`src/include/dog_home_params.svh`:
```
`ifndef DOG_HOME_PARAMS_SVH
`define DOG_HOME_PARAMS_SVH
// ----------------------------------------
// Register offsets
// ----------------------------------------
`define HOME_OFS_CTRL   8'h00
`define HOME_OFS_HSPD   8'h04
`define HOME_OFS_CSPD   8'h08
`define HOME_OFS_POS    8'h0C
`define HOME_OFS_STAT   8'h10
`define HOME_OFS_ISTAT  8'h14
`define HOME_OFS_IMASK  8'h18
`define HOME_OFS_OTHER  8'h1C
// ----------------------------------------
// Reset values and speed limits (Hz)
// ----------------------------------------
`define HOME_HSPD_RST   18'h0_C350
`define HOME_CSPD_RST   18'h0_03E8
`define HOME_SPD_MIN    18'h0_000A
`define HOME_SPD_MAX16  18'h0_7FFF
`define HOME_SPD_MAXB   18'h1_86A0
`define HOME_SPD_MAXA   18'h3_0D40
`define HOME_RAMP_STEP  18'h0_1388
// Half the clock rate in Hz, pulse toggle threshold
`define HOME_HALF_HZ    28'h5F5_E100
// ----------------------------------------
// Timing
// ----------------------------------------
`define HOME_CLK_PS     5000
`define HOME_TICK_US    1000
`define HOME_TICK_CYC   (`HOME_TICK_US * 1000000 / `HOME_CLK_PS)
`define HOME_CLEAR_MS   20
`define HOME_CLEAR_TICKS (`HOME_CLEAR_MS * 1000 / `HOME_TICK_US)
`endif

```
`src/include/dog_home_pkg.sv`:
```
package dog_home_pkg;
	typedef enum logic [2:0] {
		ST_IDLE  = 3'b000,
		ST_FWD   = 3'b001,
		ST_BACK  = 3'b010,
		ST_STOP  = 3'b011,
		ST_CREEP = 3'b100,
		ST_ZERO  = 3'b101,
		ST_CLR   = 3'b110,
		ST_SCAN  = 3'b111
	} state_e;

	typedef struct packed {
		logic dog;
		logic zero;
		logic fwdLim;
		logic revLim;
	} pins_s;

	typedef struct packed {
		logic adapter;
		logic wide32;
		logic dogFast;
		logic revAssigned;
		logic fwdAssigned;
		logic clearEn;
		logic homeRev;
		logic cmd;
	} ctrl_s;
endpackage : dog_home_pkg

```
`src/dog_search_zero_return.sv`:
```
// Overview of operation
// - Dog search needs both limits assigned
// - Ahead of dog: fast, creep, zero stop
// - In dog: back out, then home again
// - Past dog: limit, back through, re-approach
// - Home limit on: back out, re-approach
// - Fast dog sampled per ms, else scan
// - Position cleared after homing stop
// - Zero phase stops pulses without ramp
// - Operands latched at command start
// - Command removed while moving: ramp stop, no done
// - Busy refuses other pulse instructions
// - Dog never found: stop, abnormal end
// - Sixteen-bit speeds 10 to 32767 Hz
// - Wide homing speed up to 200k/100k
// - Clear output 20 ms plus scan
//
// The register addresses and the address-and-strobe port were chosen for this implementation.
`include "dog_home_params.svh"
`timescale 1ns/1ps
`default_nettype none
module dog_search_zero_return #(
	parameter int TICK_CYCLES = `HOME_TICK_CYC,
	parameter int CLEAR_TICKS = `HOME_CLEAR_TICKS
) (
	input  wire logic                clk,
	input  wire logic                srst,
	input  wire logic [7:0]          addr,
	input  wire logic [31:0]         wdata,
	input  wire logic                wrStb,
	input  wire logic                rdStb,
	output logic [31:0]              rdata,
	input  wire dog_home_pkg::pins_s pinsRaw,
	input  wire logic                scanTick,
	output logic                     pulseOut,
	output logic                     dirOut,
	output logic                     clearOut,
	output logic                     busy,
	output logic                     irq
);
	import dog_home_pkg::*;

	localparam int TW = $clog2(TICK_CYCLES + 1);
	localparam int CW = $clog2(CLEAR_TICKS + 1);
	if (TICK_CYCLES < 2 || CLEAR_TICKS < 1) begin : g_badParam
		$error("tick or clear count too small");
	end

	function automatic logic [17:0] stepTo(logic [17:0] c,
	                                       logic [17:0] t);
		if (c < t)
			return (t - c > `HOME_RAMP_STEP) ? c + `HOME_RAMP_STEP : t;
		return (c - t > `HOME_RAMP_STEP) ? c - `HOME_RAMP_STEP : t;
	endfunction : stepTo

	function automatic logic inRange(logic [17:0] v, logic [17:0] hi);
		return v >= `HOME_SPD_MIN && v <= hi;
	endfunction : inRange

	// ----------------------------------------
	// Pin synchronisers and sampling
	// ----------------------------------------
	pins_s           pinMeta_reg;
	pins_s           pinSync_reg;
	logic [TW-1:0]   tickCnt_reg;
	logic            dogSmp_reg;
	logic            dogPrev_reg;
	logic            zeroPrev_reg;
	ctrl_s           ctrl_reg;

	wire tickNow  = tickCnt_reg == TW'(TICK_CYCLES - 1);

	always_ff @(posedge clk) begin
		if (srst) begin
			pinMeta_reg  <= '0;
			pinSync_reg  <= '0;
			tickCnt_reg  <= '0;
			dogSmp_reg   <= 1'b0;
			dogPrev_reg  <= 1'b0;
			zeroPrev_reg <= 1'b0;
		end else begin
			pinMeta_reg  <= pinsRaw;
			pinSync_reg  <= pinMeta_reg;
			tickCnt_reg  <= tickNow ? '0 : tickCnt_reg + 1'b1;
			dogPrev_reg  <= dogSmp_reg;
			zeroPrev_reg <= pinSync_reg.zero;
			if (ctrl_reg.dogFast ? tickNow : scanTick)
				dogSmp_reg <= pinSync_reg.dog;
		end
	end

	// Dog and zero edges assume nothing else consumes those pins
	wire dogRise  = dogSmp_reg & ~dogPrev_reg;
	wire dogFall  = ~dogSmp_reg & dogPrev_reg;
	wire zeroRise = pinSync_reg.zero & ~zeroPrev_reg;

	// ----------------------------------------
	// Software registers
	// ----------------------------------------
	logic [17:0]     hSpd_reg;
	logic [17:0]     cSpd_reg;
	logic [17:0]     hLat_reg;
	logic [17:0]     cLat_reg;
	logic            revLat_reg;
	logic            clrLat_reg;
	logic            cmdPrev_reg;
	logic [2:0]      iStat_reg;
	logic [2:0]      iMask_reg;
	logic            doneFlag_reg;
	logic            abortFlag_reg;

	wire wrCtrl  = wrStb && addr == `HOME_OFS_CTRL;
	wire wrHspd  = wrStb && addr == `HOME_OFS_HSPD;
	wire wrCspd  = wrStb && addr == `HOME_OFS_CSPD;
	wire wrMask  = wrStb && addr == `HOME_OFS_IMASK;
	wire wrOther = wrStb && addr == `HOME_OFS_OTHER;
	wire rdIstat = rdStb && addr == `HOME_OFS_ISTAT;

	wire cmdRise = ctrl_reg.cmd & ~cmdPrev_reg;
	wire cmdFall = ~ctrl_reg.cmd & cmdPrev_reg;

	// ----------------------------------------
	// Start checks
	// ----------------------------------------
	state_e          state_reg;
	state_e          state_next;
	wire [17:0] maxHome = !ctrl_reg.wide32 ? `HOME_SPD_MAX16 :
	                      ctrl_reg.adapter ? `HOME_SPD_MAXA :
	                                         `HOME_SPD_MAXB;
	wire speedOk  = inRange(hSpd_reg, maxHome) &&
	                inRange(cSpd_reg, `HOME_SPD_MAX16);
	wire limitsOk = ctrl_reg.fwdAssigned & ctrl_reg.revAssigned;
	wire startReq = cmdRise && state_reg == ST_IDLE;
	wire startBad = startReq && !(limitsOk && speedOk);
	wire refuse   = wrOther && busy;

	always_ff @(posedge clk) begin
		if (srst) begin
			ctrl_reg    <= '0;
			hSpd_reg    <= `HOME_HSPD_RST;
			cSpd_reg    <= `HOME_CSPD_RST;
			iMask_reg   <= '0;
			cmdPrev_reg <= 1'b0;
		end else begin
			cmdPrev_reg <= ctrl_reg.cmd;
			if (wrCtrl)
				ctrl_reg <= ctrl_s'(wdata[7:0]);
			if (wrHspd)
				hSpd_reg <= wdata[17:0];
			if (wrCspd)
				cSpd_reg <= wdata[17:0];
			if (wrMask)
				iMask_reg <= wdata[2:0];
		end
	end

	// Later writes do not disturb a running search
	always_ff @(posedge clk) begin
		if (srst) begin
			hLat_reg   <= `HOME_HSPD_RST;
			cLat_reg   <= `HOME_CSPD_RST;
			revLat_reg <= 1'b0;
			clrLat_reg <= 1'b0;
		end else if (startReq) begin
			hLat_reg   <= hSpd_reg;
			cLat_reg   <= cSpd_reg;
			revLat_reg <= ctrl_reg.homeRev;
			clrLat_reg <= ctrl_reg.clearEn;
		end
	end

	// ----------------------------------------
	// Search sequencer
	// ----------------------------------------
	state_e          stopNext_reg;
	state_e          stopNext_next;
	logic [17:0]     tgt_reg;
	logic [17:0]     tgt_next;
	logic [17:0]     spd_reg;
	logic            back_reg;
	logic            back_next;
	logic            seen_reg;
	logic            seen_next;
	logic            revd_reg;
	logic            revd_next;
	logic            fail_reg;
	logic            fail_next;
	logic [CW-1:0]   clrCnt_reg;
	logic [CW-1:0]   clrCnt_next;
	logic            doneEvt;
	logic            abortEvt;
	logic            zeroStop;

	wire homeLim = revLat_reg ? pinSync_reg.revLim : pinSync_reg.fwdLim;
	wire farLim  = revLat_reg ? pinSync_reg.fwdLim : pinSync_reg.revLim;
	wire startHomeLim = ctrl_reg.homeRev ? pinSync_reg.revLim
	                                     : pinSync_reg.fwdLim;
	wire moving  = state_reg inside {ST_FWD, ST_BACK, ST_CREEP, ST_ZERO};
	// Latch not yet loaded on the start edge
	wire homeRevNow = startReq ? ctrl_reg.homeRev : revLat_reg;

	always_comb begin
		state_next    = state_reg;
		stopNext_next = stopNext_reg;
		tgt_next      = tgt_reg;
		back_next     = back_reg;
		seen_next     = seen_reg;
		revd_next     = revd_reg;
		fail_next     = fail_reg;
		clrCnt_next   = clrCnt_reg;
		doneEvt       = 1'b0;
		abortEvt      = startBad;
		zeroStop      = 1'b0;
		unique case (state_reg)
			ST_IDLE: begin
				if (startReq && !startBad) begin
					tgt_next  = hSpd_reg;
					fail_next = 1'b0;
					// Inside dog or on home limit: back out first
					back_next = startHomeLim || dogSmp_reg;
					seen_next = dogSmp_reg;
					revd_next = back_next;
					state_next = back_next ? ST_BACK : ST_FWD;
				end
			end
			ST_FWD: begin
				if (dogRise) begin
					tgt_next   = cLat_reg;
					state_next = ST_CREEP;
				end else if (homeLim) begin
					tgt_next      = '0;
					fail_next     = revd_reg;
					stopNext_next = revd_reg ? ST_IDLE : ST_BACK;
					state_next    = ST_STOP;
				end
			end
			ST_BACK: begin
				if (dogRise)
					seen_next = 1'b1;
				if (dogFall && seen_reg) begin
					tgt_next      = '0;
					stopNext_next = ST_FWD;
					state_next    = ST_STOP;
				end else if (farLim) begin
					tgt_next      = '0;
					fail_next     = 1'b1;
					stopNext_next = ST_IDLE;
					state_next    = ST_STOP;
				end
			end
			ST_STOP: begin
				if (spd_reg == '0) begin
					state_next = stopNext_reg;
					tgt_next   = hLat_reg;
					back_next  = stopNext_reg == ST_BACK;
					seen_next  = dogSmp_reg;
					revd_next  = revd_reg | back_next;
					abortEvt   = fail_reg;
				end
			end
			ST_CREEP: begin
				if (dogFall)
					state_next = ST_ZERO;
			end
			ST_ZERO: begin
				if (zeroRise) begin
					zeroStop    = 1'b1;
					// Keep zero speed through the clear phase
					tgt_next    = '0;
					clrCnt_next = '0;
					doneEvt     = !clrLat_reg;
					state_next  = clrLat_reg ? ST_CLR : ST_IDLE;
				end
			end
			ST_CLR: begin
				if (tickNow) begin
					clrCnt_next = clrCnt_reg + 1'b1;
					// First tick is partial, so count one more
					if (clrCnt_reg == CW'(CLEAR_TICKS))
						state_next = ST_SCAN;
				end
			end
			ST_SCAN: begin
				if (scanTick) begin
					doneEvt    = 1'b1;
					state_next = ST_IDLE;
				end
			end
		endcase
		if (cmdFall && (moving || state_reg == ST_STOP) && !zeroStop) begin
			tgt_next      = '0;
			// A limit stop under way keeps its abnormal end
			fail_next     = fail_reg && state_reg == ST_STOP;
			stopNext_next = ST_IDLE;
			state_next    = ST_STOP;
		end
	end

	// ----------------------------------------
	// Speed ramp and pulse generator
	// ----------------------------------------
	logic [27:0]     acc_reg;
	logic [31:0]     pos_reg;
	wire  [27:0]     accSum = acc_reg + {10'h000, spd_reg};
	wire             accWrap = accSum >= `HOME_HALF_HZ;
	wire             pulseRise = accWrap && !pulseOut && spd_reg != '0;
	wire             goRev = revLat_reg ^ back_reg;

	always_ff @(posedge clk) begin
		if (srst) begin
			state_reg    <= ST_IDLE;
			stopNext_reg <= ST_IDLE;
			tgt_reg      <= '0;
			back_reg     <= 1'b0;
			seen_reg     <= 1'b0;
			revd_reg     <= 1'b0;
			fail_reg     <= 1'b0;
			clrCnt_reg   <= '0;
		end else begin
			state_reg    <= state_next;
			stopNext_reg <= stopNext_next;
			tgt_reg      <= tgt_next;
			back_reg     <= back_next;
			seen_reg     <= seen_next;
			revd_reg     <= revd_next;
			fail_reg     <= fail_next;
			clrCnt_reg   <= clrCnt_next;
		end
	end

	always_ff @(posedge clk) begin
		if (srst) begin
			spd_reg  <= '0;
			acc_reg  <= '0;
			pulseOut <= 1'b0;
			pos_reg  <= '0;
		end else begin
			if (zeroStop || state_reg == ST_IDLE)
				spd_reg <= '0;
			else if (tickNow)
				spd_reg <= stepTo(spd_reg, tgt_reg);
			acc_reg  <= accWrap ? accSum - `HOME_HALF_HZ : accSum;
			// Stopping mid-pulse would leave the line high
			if (zeroStop || spd_reg == '0)
				pulseOut <= 1'b0;
			else if (accWrap)
				pulseOut <= ~pulseOut;
			if (zeroStop)
				pos_reg <= '0;
			else if (pulseRise)
				pos_reg <= goRev ? pos_reg - 1 : pos_reg + 1;
		end
	end

	// ----------------------------------------
	// Flags, interrupts and outputs
	// ----------------------------------------
	wire [2:0] evts  = {refuse, abortEvt, doneEvt};
	wire [2:0] iNext = evts | (iStat_reg & ~{3{rdIstat}});
	logic [31:0]     rdMux;

	always_comb begin
		unique case (addr)
			`HOME_OFS_CTRL:  rdMux = {24'h00_0000, ctrl_reg};
			`HOME_OFS_HSPD:  rdMux = {14'h0000, hSpd_reg};
			`HOME_OFS_CSPD:  rdMux = {14'h0000, cSpd_reg};
			`HOME_OFS_POS:   rdMux = pos_reg;
			`HOME_OFS_STAT:  rdMux = {26'h000_0000, state_reg,
			                          abortFlag_reg, doneFlag_reg, busy};
			`HOME_OFS_ISTAT: rdMux = {29'h0000_0000, iStat_reg};
			`HOME_OFS_IMASK: rdMux = {29'h0000_0000, iMask_reg};
			default:         rdMux = 32'h0000_0000;
		endcase
	end

	always_ff @(posedge clk) begin
		if (srst) begin
			rdata         <= '0;
			iStat_reg     <= '0;
			irq           <= 1'b0;
			busy          <= 1'b0;
			dirOut        <= 1'b0;
			clearOut      <= 1'b0;
			doneFlag_reg  <= 1'b0;
			abortFlag_reg <= 1'b0;
		end else begin
			rdata         <= rdStb ? rdMux : '0;
			iStat_reg     <= iNext;
			irq           <= |(iNext & iMask_reg);
			busy          <= state_next != ST_IDLE;
			dirOut        <= ~(homeRevNow ^ back_next);
			clearOut      <= state_next inside {ST_CLR, ST_SCAN};
			doneFlag_reg  <= doneEvt | (doneFlag_reg & ~startReq);
			abortFlag_reg <= abortEvt | (abortFlag_reg & ~startReq);
		end
	end

	// ----------------------------------------
	// Checks
	// ----------------------------------------
	chk_zero_stop: assert property (@(posedge clk) disable iff (srst)
		state_reg == ST_ZERO && zeroRise |=> spd_reg == '0 && !pulseOut)
		else $error("zero phase did not stop pulses at once");
	chk_pos_clear: assert property (@(posedge clk) disable iff (srst)
		zeroStop |=> pos_reg == 32'h0000_0000)
		else $error("position not cleared after homing stop");
	chk_busy_hold: assert property (@(posedge clk) disable iff (srst)
		spd_reg != '0 || pulseOut |-> busy)
		else $error("pulses while not busy");
	chk_refuse_busy: assert property (@(posedge clk) disable iff (srst)
		wrOther && busy |=> iStat_reg[2])
		else $error("busy request not refused");
	chk_abort_nodone: assert property (@(posedge clk) disable iff (srst)
		cmdFall && moving && !zeroStop
		|=> state_reg == ST_STOP ##1 !doneFlag_reg)
		else $error("abort did not ramp stop");
	chk_limit_need: assert property (@(posedge clk) disable iff (srst)
		startReq && !limitsOk |=> state_reg == ST_IDLE && abortFlag_reg)
		else $error("start taken without both limits");
	chk_creep_range: assert property (@(posedge clk) disable iff (srst)
		startReq && cSpd_reg > `HOME_SPD_MAX16 |=> !busy)
		else $error("creep speed out of range accepted");
	chk_clear_hold: assert property (@(posedge clk) disable iff (srst)
		$rose(clearOut) |-> clearOut[*8] ##0 !doneFlag_reg)
		else $error("clear output too short");
	chk_clear_done: assert property (@(posedge clk) disable iff (srst)
		$fell(clearOut) |-> doneFlag_reg)
		else $error("clear output ended without done flag");
	chk_latch_keep: assert property (@(posedge clk) disable iff (srst)
		busy && !startReq |=> $stable(hLat_reg) && $stable(cLat_reg))
		else $error("operands changed while running");
	chk_dog_back: assert property (@(posedge clk) disable iff (srst)
		state_reg == ST_BACK && seen_reg && dogFall && !cmdFall
		|=> state_reg == ST_STOP && stopNext_reg == ST_FWD)
		else $error("no stop on leaving dog");
	chk_no_dog: assert property (@(posedge clk) disable iff (srst)
		state_reg == ST_BACK && farLim && !dogFall && !cmdFall
		|=> fail_reg)
		else $error("missing dog not flagged");
endmodule : dog_search_zero_return
`default_nettype wire

```
`config.mk`:
```
export PLATFORM = sky130hd
export DESIGN_NAME = dog_search_zero_return
export DESIGN_NICKNAME = d
export VERILOG_FILES = /design/src/include/dog_home_pkg.sv /design/src/dog_search_zero_return.sv
export VERILOG_INCLUDE_DIRS = /design/src /design/src/include
export SDC_FILE = /design/constraint.sdc
export NUM_CORES = 1
export LEC_CHECK = 0
export ABC_CLOCK_PERIOD_IN_PS = 6270
export BUFFER_PORTS_ARGS = -buffer_cell sky130_fd_sc_hd__buf_2
export CORE_ASPECT_RATIO = 0.7
export CORE_MARGIN = 2
export CORE_UTILIZATION = 56
export CTS_BUF_LIST = sky130_fd_sc_hd__clkbuf_2 sky130_fd_sc_hd__clkbuf_4 sky130_fd_sc_hd__clkbuf_8
export DETAILED_ROUTE_END_ITERATION = 8
export GPL_TIMING_DRIVEN = 1
export PLACE_DENSITY = 0.83
export SLEW_MARGIN = 0
export SYNTH_ARGS = -nofsm -noshare
export SYNTH_HDL_FRONTEND = slang
export SYNTH_SLANG_ARGS = --single-unit
```
`constraint.sdc`:
```
create_clock -name clk -period 6.27 [get_ports clk]
set_input_delay 0.3135 -clock clk [delete_from_list [all_inputs] [get_ports clk]]
set_output_delay 0.3135 -clock clk [all_outputs]
set_load 0.01 [all_outputs]
```
==> Yosys cells after proc, flatten, opt, wreduce, memory -nomap -nowiden <==
Index checks and enable logic that the tools add are counted.
{ "op_classes": {"muxes": 74, "add_sub_neg": 10, "bitwise": 26, "shift": 0, "n_lt_le_gt_ge": 8, "n_mul": 0, "eq_ne": 33, "n_div": 0, "reduce_logical": 55} }
{ "op_table": {"columns": ["operator", "count"], "rows": [
  ["2-to-1 mux 18 bit", 13],
  ["one-hot mux 32 bit (7 select lines)", 1],
  ["one-hot mux 18 bit (5 select lines)", 1],
  ["2-to-1 mux 3 bit", 17],
  ["greater-or-equal comparator 18 x 4 -> 1 bit (second input constant)", 2],
  ["greater-than comparator 18 x 13 -> 1 bit (second input constant)", 2],
  ["subtractor 18 bit", 2],
  ["adder 32 x 1 -> 32 bit (second input constant)", 1],
  ["== test 8 x 5 -> 1 bit (second input constant)", 4],
  ["2-to-1 mux 32 bit", 1],
  ["subtractor 32 x 1 -> 32 bit (second input constant)", 1],
  ["adder 28 x 18 -> 28 bit", 1],
  ["greater-or-equal comparator 28 x 27 -> 1 bit (second input constant)", 1],
  ["2-to-1 mux 1 bit", 28],
  ["2-to-1 mux 28 bit", 1],
  ["subtractor 28 x 27 -> 28 bit (second input constant)", 1],
  ["one-hot mux 3 bit (8 select lines)", 1],
  ["logical AND 1 bit", 20],
  ["adder 18 x 1 -> 18 bit (second input constant)", 1],
  ["adder 18 x 13 -> 18 bit (second input constant)", 1],
  ["== test 18 bit (second input constant)", 1],
  ["== test 3 bit (second input constant)", 6],
  ["less-or-equal comparator 18 x 15 -> 1 bit (second input constant)", 1],
  ["less-or-equal comparator 18 bit", 1],
  ["39 further kinds", 97]
]} }
{ "totals": {"latch_bits": 0, "output_inout_bits": 37, "elab_cells": 254, "inputBits": 49, "rom_bits": 0, "reg_bits": 268, "mem_bits_rw": 0, "mem_count": 0} }

==> Logic depth before layout (Yosys ltp) <==
{ "logic_depth": {"depth_word": 15, "depth_mapped": 20, "depth_no_buf": 19} }

==> Worst setup path after synthesis <==
No wires, ideal clock.
{ "synth_timing": {"path_type": "reg-to-reg", "startpoint": "reg revLat_reg", "endpoint": "reg pos_reg[31]", "required_ps": 6200, "n_path_buf": 0, "path_stages_with_launch": 14, "path_slack_ps": 1534, "period_less_slack_ps": 4736, "t_arrival_ps": 4666, "setup_time_ps": 70, "cell_sequence": "dfxtp_1 > xor2_1 > ha_1 > a21o_1 > o21bai_1 > o2111ai_1 > a221oi_1 > or3b_2 > nand4b_1 > a31oi_1 > nand3_1 > o41ai_1 > or4_1 > a21oi_1"} }
{ "synth_via": {"elab_chain_len": 2} }
{ "synth_lines": {"columns": ["item", "line", "source"], "rows": [
  ["start, declared", "dog_search_zero_return.sv:104", "logic revLat_reg;"],
  ["start signal, assigned", "dog_search_zero_return.sv:167", "revLat_reg <= ctrl_reg.homeRev;"],
  ["XOR 1 bit", "dog_search_zero_return.sv:307", "wire goRev = revLat_reg ^ back_reg;"],
  ["2-to-1 mux 32 bit", "dog_search_zero_return.sv:351", "pos_reg <= goRev ? pos_reg - 1 : pos_reg + 1;"],
  ["end signal, assigned", "dog_search_zero_return.sv:351", null],
  ["end, declared", "dog_search_zero_return.sv:303", "logic [31:0] pos_reg;"]
]} }
Every way passes these cells.
A chain may end at the register's enable or synchronous reset.

==> Worst setup path after layout <==
{ "layout_timing": {"startpoint": "reg spd_reg[5]", "endpoint": "reg pos_reg[11]"} }
{ "layout_via": {"elab_chain_len": 4, "word_cells_on_any_way": 5, "classes_between": "add/sub (1); order compare (1); reduce/logical (3)"} }
{ "layout_lines": {"columns": ["item", "line", "source"], "rows": [
  ["start, declared", "dog_search_zero_return.sv:179", "logic [17:0] spd_reg;"],
  ["start signal, assigned", "dog_search_zero_return.sv:341", "spd_reg <= stepTo(spd_reg, tgt_reg);"],
  ["adder 28 x 18 -> 28 bit", "dog_search_zero_return.sv:304", "wire [27:0] accSum = acc_reg + {10'h000, spd_reg};"],
  ["greater-or-equal comparator 28 x 27 -> 1 bit (no source line)", null, null],
  ["logical AND 1 bit", "dog_search_zero_return.sv:306", "wire pulseRise = accWrap && !pulseOut && spd_reg != '0;"],
  ["logical AND 1 bit *", "dog_search_zero_return.sv:306", null]
]} }
Every way passes the cells marked *; elsewhere a longest branch is shown, timed or not.

==> reports/qor.csv <==
stage;metric;value;unit
cts;clk_root_buffer_cell;clkbuf_8;
setup_path;reg2regPathDepth;16;
route;ant_nets;0;
cts;cts_tree;yes;
setup_path;rrSetupSlack;1.13;ns
global_routing;grt_pass1_vias;14470;
power_and_ir_drop;pwr-share-clk;0.481;
synthesis;yosysTopAreaCell;dfxtp_1;
outcome;outcome;finished with violations;
cts;cts_buffers;43;
layout;fin_nets;2241;
layout;drive_above_1_share;0.1011;
cts;cts.sinks;267;
cts;cts_max_path_buffers;3;
setup_path;cp_max_fo;26;
timing;relSlewSlack;0.1656;
timing;rsz0062_at_grt;false;
setup_path;start_kind;register;
synthesis;ys_ff_latch;267;
timing;hold_viol;0;
global_routing;grtUsageTotal;0.2925;
timing;finalSetupViolCount;0;
timing;fin_crit_sh;0.8198;
min_path;whs_path_depth;3;
power_and_ir_drop;pwr_density_cell;192.2;nW/um^2
cts;clock_latency;0.58;ns
power_and_ir_drop;comb_power_share;0.026;
floorplanning;die_width;208.1;um
power_and_ir_drop;switching_share;0.2297;
setup_path;arrival;5.59;ns
route;post-route-drc-count;4;
global_routing;grt_pass1_wl;74000;um
floorplanning;pin_count;86;
outcome;violations;design-rule violations;
synthesis;synthTopCellsByArea;dfxtp_1, ha_1, nand2_1;
power_and_ir_drop;p_switching;0.0007948;W
floorplanning;placementRows;52;
timing;finalClockSkew;0.03595;ns
min_path;min_path_type;primary input to register;
synthesis;syn_avg_cell_area;8.013;sq um
timing;fin_crit;5.140;ns
global_routing;grt_max_degree;112;
floorplanning;die-area;30570;sq um
floorplanning;die_y;146.9;um
route;vias_per_cell;6.309;
job;cap_violations;0;
min_path;worstHoldStart;wdata[7];
synthesis;netlist_area;16330;sq um
synthesis;synth_edf_count;0;
setup_path;worstReg2RegStart;spd_reg[5];
cts;htree_levels;2;
route;wl_per_cell;18.44;um
placement;dp_hpwl;32980;um
synthesis;synth_top_area_share;0.3273;
layout;fin_util;0.6247;
global_routing;grt_overflow_total;0;
route;firstDrtPassIters;9;
setup_path;end_kind;register;
power_and_ir_drop;p_leak;7.506;nW
layout;areaGrowthSynthToFinish;10.25;%
timing;holdWs;0.02999;ns
layout;diodes;0;
floorplanning;core_area;28820;sq um
timing;worst_pin_slew;1.252;ns
cts;path_clk_slew;0.07;ns
power_and_ir_drop;p_int;0.002665;W
setup_path;worstSetupPathType;register to register;
min_path;holdPathEnd;cSpd_reg[7];
setup_path;required;6.72;ns
synthesis;synth_ff_type;dfxtp_1;
synthesis;synth_seq_area_share;0.3273;
placement;gp_congestion;0.9793;
synthesis;ys.warnings.count;0;
placement;io_buffers;71;
route;routed_wl;45990;um
power_and_ir_drop;peakVddDrop;0.1832;mV
timing;fmax;0.1946;GHz
timing;fin_tns_setup;0;ns
route;vias;15730;
power_and_ir_drop;seqPwrFrac;0.494;
synthesis;synth_nets;2195;
cts;cts_resized;0;
synthesis;ys_async_sr_fraction;0;
global_routing;antenna_found_initial;0;
timing;slew_viol_final;0;
synthesis;synthDistinctLibCells;91;
route;drt_iter0_drc;2098;
floorplanning;initial_core_util;0.5666;
synthesis;syn_inst;2038;
setup_path;reg2reg_to;pos_reg[11];
[timing repair]
action | in CTS | in global routing
endpoints found under the hold margin | 29 | 0
hold buffers | 17 | 0
setup endpoints to repair | 0 | 0
setup buffers | 0 | 0
[power by group through the flow]
stage	clock network [W]	registers (W)	logic, W
2_1_floorplan	0	0.00174	0.0000478
3_3_place_gp	0	0.00175	0.0000752
3_5_place_dp	0	0.00175	0.0000777
4_1_cts	0.00168	0.00171	0.0000864
5_1_grt	0.00175	0.00171	0.0000947
6_report	0.00166	0.00171	0.0000883
[logic make-up after synthesis]
kind of cell               count (synthesis)  synth area share
xor gates and xnor gates                 103           0.05570
AOI/OAI and AO/OA                        545            0.2301
adders and majority gates                109           0.08474
DFF                                      267            0.3273
buffers and inverters                    185           0.04474
muxes                                     47           0.02942
and+or+nand+nor                          782            0.2280
[critical path, cell delays in order (launching register included)]
cell and delay, ns:
dfxtp_1 0.57, ha_1 0.40, or2_1 0.25, a21oi_1 0.21, a211o_1 0.24, nand2_1 0.09, xnor2_1 0.39, ha_1 0.29
nand2_1 0.06, mux2_2 0.28, nor3_1 0.35, a211oi_2 0.16, o311a_4 0.43, o21ai_4 0.41, buf_4 0.49, mux2i_1 0.28
nor2_1 0.06
[synthesized netlist by cell type (18+ instances only)]
cell type and number:
a31oi_1 19, a21oi_1 171, nor2b_1 48, a21o_1 31
o211ai_1 24, nand4_1 18, nand2b_1 20, nand2_1 263
clkbuf_1 82, mux2i_1 39, xor2_1 44, xnor2_1 58
dfxtp_1 267, o21ai_0 75, nor3_1 41, a222oi_1 36
nand3b_1 30, inv_1 79, nand3_1 59, and3_1 40
ha_1 105, nor2_1 192, a211oi_1 27
[worst max-delay path by stage]
stage | endpoint | from
3_3_place_gp | pos_reg[16] | spd_reg[0]
6_report | pos_reg[11] | spd_reg[5]
2_1_floorplan | pos_reg[31] | revLat_reg
4_1_cts | pos_reg[11] | spd_reg[0]
5_1_grt | pos_reg[13] | spd_reg[5]
3_5_place_dp | pos_reg[12] | spd_reg[0]
[cells in the final DEF, fill, tap and decap left out, types with 10 or more instances in the layout]
cell type / synthesis / final
clkbuf_4: 0 / 16
mux2i_1: 39 / 39
o21a_1: 16 / 16
buf_2: 11 / 70
a222oi_1: 36 / 36
xnor2_1: 58 / 58
nand2b_1: 20 / 20
dfxtp_1: 267 / 267
a22oi_1: 16 / 16
o31ai_1: 10 / 10
o21bai_1: 10 / 10
inv_1: 79 / 79
dlygate4sd3_1: 0 / 17
nor3_1: 41 / 39
a21oi_1: 171 / 171
ha_1: 105 / 105
o21ai_1: 12 / 12
nand2_1: 263 / 263
and3_1: 40 / 40
nand3b_1: 30 / 30
o21ai_0: 75 / 75
nor2_1: 192 / 191
nor4_1: 16 / 16
clkbuf_8: 0 / 52
a211oi_1: 27 / 27
nand3_1: 59 / 59
a31oi_1: 19 / 19
xor2_1: 44 / 43
o211ai_1: 24 / 24
buf_4: 0 / 20
a21o_1: 31 / 31
nor2b_1: 48 / 48
nand4_1: 18 / 18
[through the flow]
step	area, sq um	total power, W	setup slack (ns)	instances
2_1_floorplan	16330	0.001792	1.534	2038
3_3_place_gp	16900	0.001821	1.492	2400
3_5_place_dp	16900	0.001824	1.308	2400
4_1_cts	18000	0.003474	1.255	2494
5_1_grt	18000	0.003556	0.8567	2494
6_report	18000	0.003460	1.130	2494
[area by class of cell]
type                       instances  area, sq um
tap                              378        473.0
inverter                          79        296.5
clock inverter                     9        103.9
clock buffer                      68        835.8
fill                            2498        10820
multi-input combinational       1586        10280
timing repair buffer             107        670.6
sequential                       267         5345
[routing by layer]
metal / GRT usage / up-vias / share of wire
li1: - / 7447 / -
met1: 0.4239 / 7399 / 0.46
met2: 0.4315 / 788 / 0.42
met3: 0.07674 / 100 / 0.11
met4: 0.07338 / 0 / 0.018
met5: 0 / - / 0
Power figures use the tool's default switching activity.
